`config.mk`:
```
export PLATFORM = sky130hd
export DESIGN_NAME = osc_cfg_unit
export DESIGN_NICKNAME = d
export VERILOG_FILES = /design/src/osc_cfg_pkg.sv /design/src/osc_cfg_if.sv /design/src/tile_reset_timer.sv /design/src/osc_cfg_unit.sv
export SDC_FILE = /design/constraint.sdc
export NUM_CORES = 1
export LEC_CHECK = 0
export BUFFER_PORTS_ARGS = -buffer_cell sky130_fd_sc_hd__buf_2
export CELL_PAD_IN_SITES_DETAIL_PLACEMENT = 1
export CELL_PAD_IN_SITES_GLOBAL_PLACEMENT = 2
export CORE_MARGIN = 5
export CORE_UTILIZATION = 23
export CTS_CLUSTER_SIZE = 24
export DETAILED_ROUTE_END_ITERATION = 10
export PLACE_DENSITY = 0.79
export SETUP_SLACK_MARGIN = 0.1
export SLEW_MARGIN = 10
export SYNTH_ARGS = -nofsm -noshare
export SYNTH_HDL_FRONTEND = slang
export SYNTH_SLANG_ARGS = --single-unit
```
`constraint.sdc`:
```
create_clock -name mclk -period 1.25 [get_ports mclk]
set_input_delay 0.1875 -clock mclk [delete_from_list [all_inputs] [get_ports mclk]]
set_output_delay 0.1875 -clock mclk [all_outputs]
set_load 0.02 [all_outputs]
```
`src/osc_cfg_pkg.sv`:
```
// Purpose: constants for the oscillator configuration unit
// Assumes: byte-wide peripheral register access
// Notes:   offsets are byte indices within the peripheral
package osc_cfg_pkg;
  localparam logic [7:0] periph_num          = 8'h04;
  localparam logic [7:0] off_general_ctrl    = 8'h00;
  localparam logic [7:0] off_on_die_ctrl     = 8'h01;
  localparam logic [7:0] off_crystal_ctrl    = 8'h02;
  localparam int         sel_bit             = 0;
  localparam int         reset_on_change_bit = 1;
  localparam int         on_die_enable_bit   = 0;
  localparam int         on_die_slow_bit     = 1;
  localparam int         crystal_enable_bit  = 0;
  localparam int         crystal_bias_bit    = 1;
  localparam logic       rst_reset_on_change = 1'b0;
  localparam logic       rst_on_die_slow     = 1'b0;
  localparam logic       rst_on_die_enable   = 1'b1;
  localparam logic       rst_crystal_bias    = 1'b1;
  localparam logic       rst_crystal_enable  = 1'b1;
  localparam int         tile_reset_cycles   = 4;
endpackage

```
`src/osc_cfg_if.sv`:
```
// Purpose: carries a tile reset request from the register file to the pulse timer
// Assumes: single clock domain
// Notes:   start is a one-cycle pulse
`timescale 1ns/1ps
`default_nettype none
interface tile_reset_if;
  logic start;
  modport requester (output start);
  modport timer     (input start);
endinterface
`default_nettype wire

```
`src/tile_reset_timer.sv`:
```
// Purpose: stretches a start pulse into a tile reset lasting a fixed cycle count
// Assumes: start is a one-cycle pulse on mclk
// Notes:   a start while busy restarts the count so the reset is never cut short
`timescale 1ns/1ps
`default_nettype none
module tile_reset_timer #(
  parameter int cycles = osc_cfg_pkg::tile_reset_cycles
) (
  input  wire logic    mclk,
  input  wire logic    rst_n,
  tile_reset_if.timer  req,
  output var  logic    tile_reset_q
);
  // the count register is eight bits wide and a zero length pulse would never reset the tile
  if (cycles < 1 || cycles > 255) begin : g_bad_cycles
    $error("tile_reset_timer: cycles out of range");
  end
  logic [7:0] count_q;
  always_ff @(posedge mclk) begin
    if (!rst_n) begin
      count_q      <= 8'h00;
      tile_reset_q <= 1'b0;
    end else if (req.start) begin
      count_q      <= 8'(cycles - 1);
      tile_reset_q <= 1'b1;
    end else if (count_q != 8'h00) begin
      count_q <= count_q - 8'h01;
    end else begin
      tile_reset_q <= 1'b0;
    end
  end
endmodule // tile_reset_timer
`default_nettype wire

```
`src/osc_cfg_unit.sv`:
```
// Purpose: oscillator source select and enable registers, peripheral four
// Assumes: byte-wide register port synchronous to mclk; sel_pin stable around reset
// Notes:   read data is registered, valid the cycle after rd_en
`timescale 1ns/1ps
`default_nettype none
module osc_cfg_unit (
  input  wire logic       mclk,
  input  wire logic       rst_n,
  input  wire logic       sel_pin,
  input  wire logic [7:0] periph,
  input  wire logic [7:0] addr,
  input  wire logic       wr_en,
  input  wire logic [7:0] wr_data,
  input  wire logic       rd_en,
  output var  logic [7:0] rd_data_q,
  output var  logic       rd_valid_q,
  output var  logic       use_on_die_q,
  output var  logic       on_die_enable_q,
  output var  logic       on_die_slow_q,
  output var  logic       crystal_enable_q,
  output var  logic       crystal_bias_q,
  output var  logic       tile_reset_q
);
  tile_reset_if rst_req ();

  logic hit;
  logic wr_gen;
  logic wr_on_die;
  logic wr_crystal;
  logic reset_on_change_q;
  logic strap_pending_q;

  // only this peripheral number answers; others belong to neighbouring units
  assign hit        = (periph == osc_cfg_pkg::periph_num);
  assign wr_gen     = hit && wr_en && addr == osc_cfg_pkg::off_general_ctrl;
  assign wr_on_die  = hit && wr_en && addr == osc_cfg_pkg::off_on_die_ctrl;
  assign wr_crystal = hit && wr_en && addr == osc_cfg_pkg::off_crystal_ctrl;

  // the strap is caught on the first edge after reset release, not inside reset
  always_ff @(posedge mclk) begin
    if (!rst_n) begin
      strap_pending_q <= 1'b1;
      use_on_die_q    <= 1'b0;
    end else if (strap_pending_q) begin
      strap_pending_q <= 1'b0;
      use_on_die_q    <= sel_pin;
    end else if (wr_gen) begin
      use_on_die_q <= wr_data[osc_cfg_pkg::sel_bit];
    end
  end

  always_ff @(posedge mclk) begin
    if (!rst_n) begin
      reset_on_change_q <= osc_cfg_pkg::rst_reset_on_change;
    end else if (wr_gen) begin
      reset_on_change_q <= wr_data[osc_cfg_pkg::reset_on_change_bit];
    end
  end

  // the option as it stood before this write decides; a write setting both at once does not reset
  assign rst_req.start = wr_gen && !strap_pending_q && reset_on_change_q
                         && (wr_data[osc_cfg_pkg::sel_bit] != use_on_die_q);

  tile_reset_timer #(.cycles(osc_cfg_pkg::tile_reset_cycles)) u_timer (
    .mclk         (mclk),
    .rst_n        (rst_n),
    .req          (rst_req.timer),
    .tile_reset_q (tile_reset_q)
  );

  // enables are not interlocked with the select: software owns that ordering
  always_ff @(posedge mclk) begin
    if (!rst_n) begin
      on_die_slow_q   <= osc_cfg_pkg::rst_on_die_slow;
      on_die_enable_q <= osc_cfg_pkg::rst_on_die_enable;
    end else if (wr_on_die) begin
      on_die_slow_q   <= wr_data[osc_cfg_pkg::on_die_slow_bit];
      on_die_enable_q <= wr_data[osc_cfg_pkg::on_die_enable_bit];
    end
  end

  always_ff @(posedge mclk) begin
    if (!rst_n) begin
      crystal_bias_q   <= osc_cfg_pkg::rst_crystal_bias;
      crystal_enable_q <= osc_cfg_pkg::rst_crystal_enable;
    end else if (wr_crystal) begin
      crystal_bias_q   <= wr_data[osc_cfg_pkg::crystal_bias_bit];
      crystal_enable_q <= wr_data[osc_cfg_pkg::crystal_enable_bit];
    end
  end

  // reserved bits and unmapped offsets read as zero
  always_ff @(posedge mclk) begin
    if (!rst_n) begin
      rd_data_q  <= 8'h00;
      rd_valid_q <= 1'b0;
    end else begin
      rd_valid_q <= hit && rd_en;
      rd_data_q  <= 8'h00;
      if (hit && rd_en) begin
        unique case (addr)
          osc_cfg_pkg::off_general_ctrl: begin
            rd_data_q <= {6'h00, reset_on_change_q, use_on_die_q};
          end
          osc_cfg_pkg::off_on_die_ctrl: begin
            rd_data_q <= {6'h00, on_die_slow_q, on_die_enable_q};
          end
          osc_cfg_pkg::off_crystal_ctrl: begin
            rd_data_q <= {6'h00, crystal_bias_q, crystal_enable_q};
          end
          default: begin
            rd_data_q <= 8'h00;
          end
        endcase
      end
    end
  end
endmodule // osc_cfg_unit
`default_nettype wire

```
Yosys cells after proc, flatten, opt, wreduce, memory -nomap -nowiden
Index checks and enable logic that the tools add are counted.
{"block": "word_totals", "out_inout_bits": 15, "register_bits": 25, "word_cells": 42, "input_bits": 29}
{"block": "op_classes", "n_bitwise": 1, "reduce_logical": 15, "n_eq_ne": 5, "muxes": 8, "n_addsub": 1}
{"op": "8-bit by 1-bit == test with 1-bit output, second input constant", "n": 1}
{"op": "8-bit by 2-bit == test with 1-bit output, second input constant", "n": 1}
{"op": "8-bit by 3-bit == test with 1-bit output, second input constant", "n": 1}
{"op": "1-bit logical AND", "n": 8}
{"op": "8-bit logical NOT", "n": 1}
{"op": "8-bit nonzero test", "n": 1}
{"op": "8-bit by 1-bit subtractor with 8-bit output, second input constant", "n": 1}
{"op": "2-bit one-hot mux with 3 select lines", "n": 1}
{"op": "1-bit two-way mux", "n": 5}
{"op": "2-bit two-way mux", "n": 2}
{"op": "2-bit nonzero test", "n": 2}
{"op": "2-bit inequality test, second input constant", "n": 1}
{"op": "2-bit AND reduction", "n": 1}
{"op": "2-bit OR reduction", "n": 1}
{"op": "1-bit logical NOT", "n": 1}
{"op": "1-bit inequality test", "n": 1}
{"op": "1-bit inverter", "n": 1}

Logic depth before layout (Yosys ltp)
{"block": "logic_depth", "ltp_word": 7, "mapped_depth": 5, "depth_no_buf": 5}

By module
A second synthesis with hierarchy kept.
{"block": "unflattened", "cells_unflattened": 117, "hier_area_um2": 1011.0}
{"module": "osc_cfg_unit", "cells_each": 66, "n_inst": 1, "area_each_um2": 539.3}
{"module": "tile_reset_timer", "cells_each": 51, "n_inst": 1, "area_each_um2": 471.7}

Worst setup path after synthesis
No wires, ideal clock.
{"block": "synth_path", "path_kind": "input port to flip-flop", "start": "input periph[1]", "end": "register use_on_die_q", "path_buffers": 0, "setup_ns": 0.074, "path_slack_ns": -0.137, "path_stages": 4, "t_arrival_ns": 1.313, "path_cell_list": "nor4b_4 -> nand4_4 -> or4b_1 -> a31oi_1"}
{"block": "synth_via", "elab_chain_len": 4}
{"element": "start: declaration", "line_no": "osc_cfg_unit.sv:10", "text": "input wire logic [7:0] periph,"}
{"element": "8-bit by 3-bit == test with 1-bit output", "line_no": "osc_cfg_unit.sv:34", "text": "assign hit = (periph == osc_cfg_pkg::periph_num);"}
{"element": "1-bit logical AND (2 in a row)", "line_no": "osc_cfg_unit.sv:35", "text": "assign wr_gen = hit && wr_en && addr == osc_cfg_pkg::off_general_ctrl;"}
{"element": "2-bit nonzero test (no source line)"}
{"element": "end signal: assignment", "line_no": "osc_cfg_unit.sv:46", "text": "use_on_die_q <= sel_pin;"}
{"element": "end signal: assignment", "line_no": "osc_cfg_unit.sv:48", "text": "use_on_die_q <= wr_data[osc_cfg_pkg::sel_bit];"}
{"element": "end: declaration", "line_no": "osc_cfg_unit.sv:17", "text": "output var logic use_on_die_q,"}
No other way between the ends.
A chain may end at the register's enable or synchronous reset.

Final worst setup path
{"block": "layout_path", "start": "register u_timer.count_q[2]", "end": "register u_timer.count_q[3]"}
{"block": "layout_via", "elab_chain_len": 1}
{"element": "start: declaration", "line_no": "tile_reset_timer.sv:18", "text": "logic [7:0] count_q;"}
{"element": "start signal: assignment", "line_no": "tile_reset_timer.sv:24", "text": "count_q <= 8'(cycles - 1);"}
{"element": "start signal: assignment", "line_no": "tile_reset_timer.sv:27", "text": "count_q <= count_q - 8'h01;"}
{"element": "8-bit by 1-bit subtractor with 8-bit output / 8-bit nonzero test (equally long branches)", "line_no": "tile_reset_timer.sv:27, tile_reset_timer.sv:26"}
Several ways; a longest one is shown, not always the timed one.

==> out/qor.csv <==
metric;value;unit
largest area contributor in the netlist;dfxtp_1;
placed inst area;0.00126;sq mm
Synth top area share;38.5;%
top sig layer;met3;
Die H;75.5;um
I/O pin count;44;
Worst R2R Setup Slack;-0.02;ns
DP HPWL;2.18;mm
HP Class;primary input to flip-flop;
First-pass DRT Iterations;3;
fin. max-slew vios;0;
CP endpoint kind;flip-flop;
mapped cell area;987;sq um
CP required;1.40;ns
Overflow after GRT;0;
gpl congestion;0.787;
WL/cell;13.5;um
Hold Vio Cnt, Final;0;
fmax;785;MHz
RSZ-0062 raised after global routing;yes;
maxcap violations;0;
Synth Area per Inst;9.23;sq um
clock buffer depth;2;
largest family of logic cells by synthesized area;simple AND/OR/NAND/NOR gates;
final std cells w/o fill;198;
vias post-DR;872;
layout net count;180;
largest net degree at the start of global routing;11;
post-synthesis mux area share;7.10;%
slowest CP cell;dfxtp_2;
clk sink count;19;
Post-Place Cells;193;
Syn Inst Count;107;
gr usage total;10.1;%
# setup viols final;9;
CP Class;flip-flop to flip-flop;
fin area;0.00138;sq mm
via density per instance;4.40;
Initial Utilization;24.2;%
failing checks;setup timing;
worst setup margin;-0.0232;ns
Synth Area in XOR/XNOR;7.10;%
final WL;2.67;mm
Rows;23;
layout cells sized above 1;40.5;%
compound-gate portion of the synthesized area;7.86;%
Residual DRC;0;
Power, Total;1180;uW
WL met1;1.05;mm
Met3 Routed Length;138;um
Leakage Power;0.000661;uW
worst-path cell chain;nor4_4, nand3_2, o211ai_1, buf_4, nor2_1;
Ys Warns;0;
CTS tree;built;
Synth cell types;33;
WHS;0.177;ns
DIE AREA;0.00570;sq mm
Routed Antenna Nets;0;
largest cells by area after synthesis;dfxtp_1 (39%), mux2i_1 (7.1%), nor2_1 (6.8%), buf_4 (4.6%), nor4_4 (4.3%);
status;finished with violations;
pwr/cell area;852;mW/mm^2
fin crit period;1.27;ns
simple-gate portion of the synthesized area;29.3;%
Placeable Area;0.00409;sq mm
Layout area overhead;39.9;%
CTS root buffer;clkbuf_8;
die width;75.5;um
diode count;0;
Clock transition at path regs;0.07;ns
CTS Buf Count;3;
wire length on met2;1.48;mm
Fillers;499;
part of the cycle the worst path needs;102;%
Layout Skew;0.00336;ns
post-synthesis adder-cell area fraction;2.53;%
CP max stage delay;0.33;ns
first-pass GRT wire length;4.38;mm
CP Launch Type;flip-flop;
critical path arrival;1.42;ns
synthesized flop and latch total;19;
vias in the first global route;970;
Clock Latency Late Sink;0.25;ns
Crit Path Max Fanout;6;
IO Port Bufs;31;
H-tree Lvls;1;
Max VDD drop;0.319;mV
fin util;33.8;%
post-synthesis sequential area ratio;38.5;%
initial DRC count;14;
initial antenna violation count;0;
where the power goes:
part | switching, uW | internal (uW)
logic | 81.9 | 57.8
clock network | 199 | 226
registers | 2.13 | 609
sequential cells by signal, indices dropped and copies added, names as in the netlist:
signal,flops
rd_valid_q,1
use_on_die_q,1
u_timer.tile_reset_q,1
strap_pending_q,1
crystal_enable_q,1
on_die_enable_q,1
reset_on_change_q,1
rd_data_q,2
u_timer.count_q,8
crystal_bias_q,1
on_die_slow_q,1
worst max-delay path: cells and delay by family (launching register included):
kind | cells | cell delay [ns]
compound gates | 1 | 0.12
buf+inv | 1 | 0.17
simple gates | 3 | 0.54
flops | 1 | 0.33
through the flow:
stage | setup slack [ns] | TNS [ns]
2_1_floorplan | -0.134 | -0.593
3_3_place_gp | -0.244 | -2.36
3_5_place_dp | -0.351 | -3.35
4_1_cts | -0.0408 | -0.223
5_1_grt | -0.0865 | -0.605
6_report | -0.0232 | -0.108
path summary, 6_finish.rpt:
check / from / to / cells past startpoint
max reg2reg: u_timer.count_q[2] / u_timer.count_q[3] / 5
min: rd_en / rd_valid_q / 3
max: u_timer.count_q[2] / u_timer.count_q[3] / 5
min reg2reg: on_die_slow_q / on_die_slow_q / 2
cells in the final DEF (no fill, tap or decap), types with 3 or more instances in the layout:
cell	Yosys	routed
buf_2	0	27
buf_6	0	5
xor2_1	4	4
dfxtp_2	0	4
buf_4	6	9
dfxtp_1	19	15
o21ai_0	3	3
nor2_1	18	18
clkbuf_8	0	3
nor4_4	2	3
mux2i_1	7	7
conb_1	1	6
nand2_1	10	10
inv_1	4	4
xnor2_1	4	4
nor3_1	3	3
cells by family after synthesis:
group,after synthesis
xor+xnor,8
compound gates,11
fa+ha+maj,2
mux,7
flops,19
buf+inv,13
simple gates,46
other cells,1
cell usage after synthesis:
library cell  instances
a2bb2oi_1             1
a31oi_1               1
and2_1                2
buf_4                 6
clkbuf_1              3
conb_1                1
dfxtp_1              19
ha_1                  2
inv_1                 4
mux2i_1               7
nand2_1              10
nand2b_1              1
nand3_1               1
nand4_1               1
nand4_4               1
nor2_1               18
nor2b_1               1
nor3_1                3
nor3b_1               1
nor3b_2               1
nor4_1                1
nor4_4                2
nor4b_1               1
nor4b_4               1
o211ai_1              1
o21a_1                2
o21ai_0               3
o311ai_0              1
o31ai_1               1
o41ai_1               1
or4b_1                1
xnor2_1               4
xor2_1                4
layout make-up:
cell class,instances,area [sq um],share of cell area [%]
clock buffers,4,45.0,3.26
multi-input cells,80,614,44.5
well taps,50,62.6,4.53
inverters,4,15.0,1.09
repair buffers,41,259,18.8
flip-flops and latches,19,385,27.9
layer usage:
| metal | track usage [%] | vias to the layer above |
|---|---|---|
| met5 | 0 | - |
| met4 | 1.17 | 0 |
| met3 | 3.56 | 0 |
| met2 | 19.3 | 17 |
| met1 | 11.0 | 420 |
| li1 | - | 435 |
timing repair:
action / CTS / global route
setup endpoints to repair: 15 / 15
hold buffers: 0 / 0
setup buffers: 0 / 1
pin swaps: 9 / 2
gates resized for setup: 9 / 5
Power figures use the tool's default switching activity.
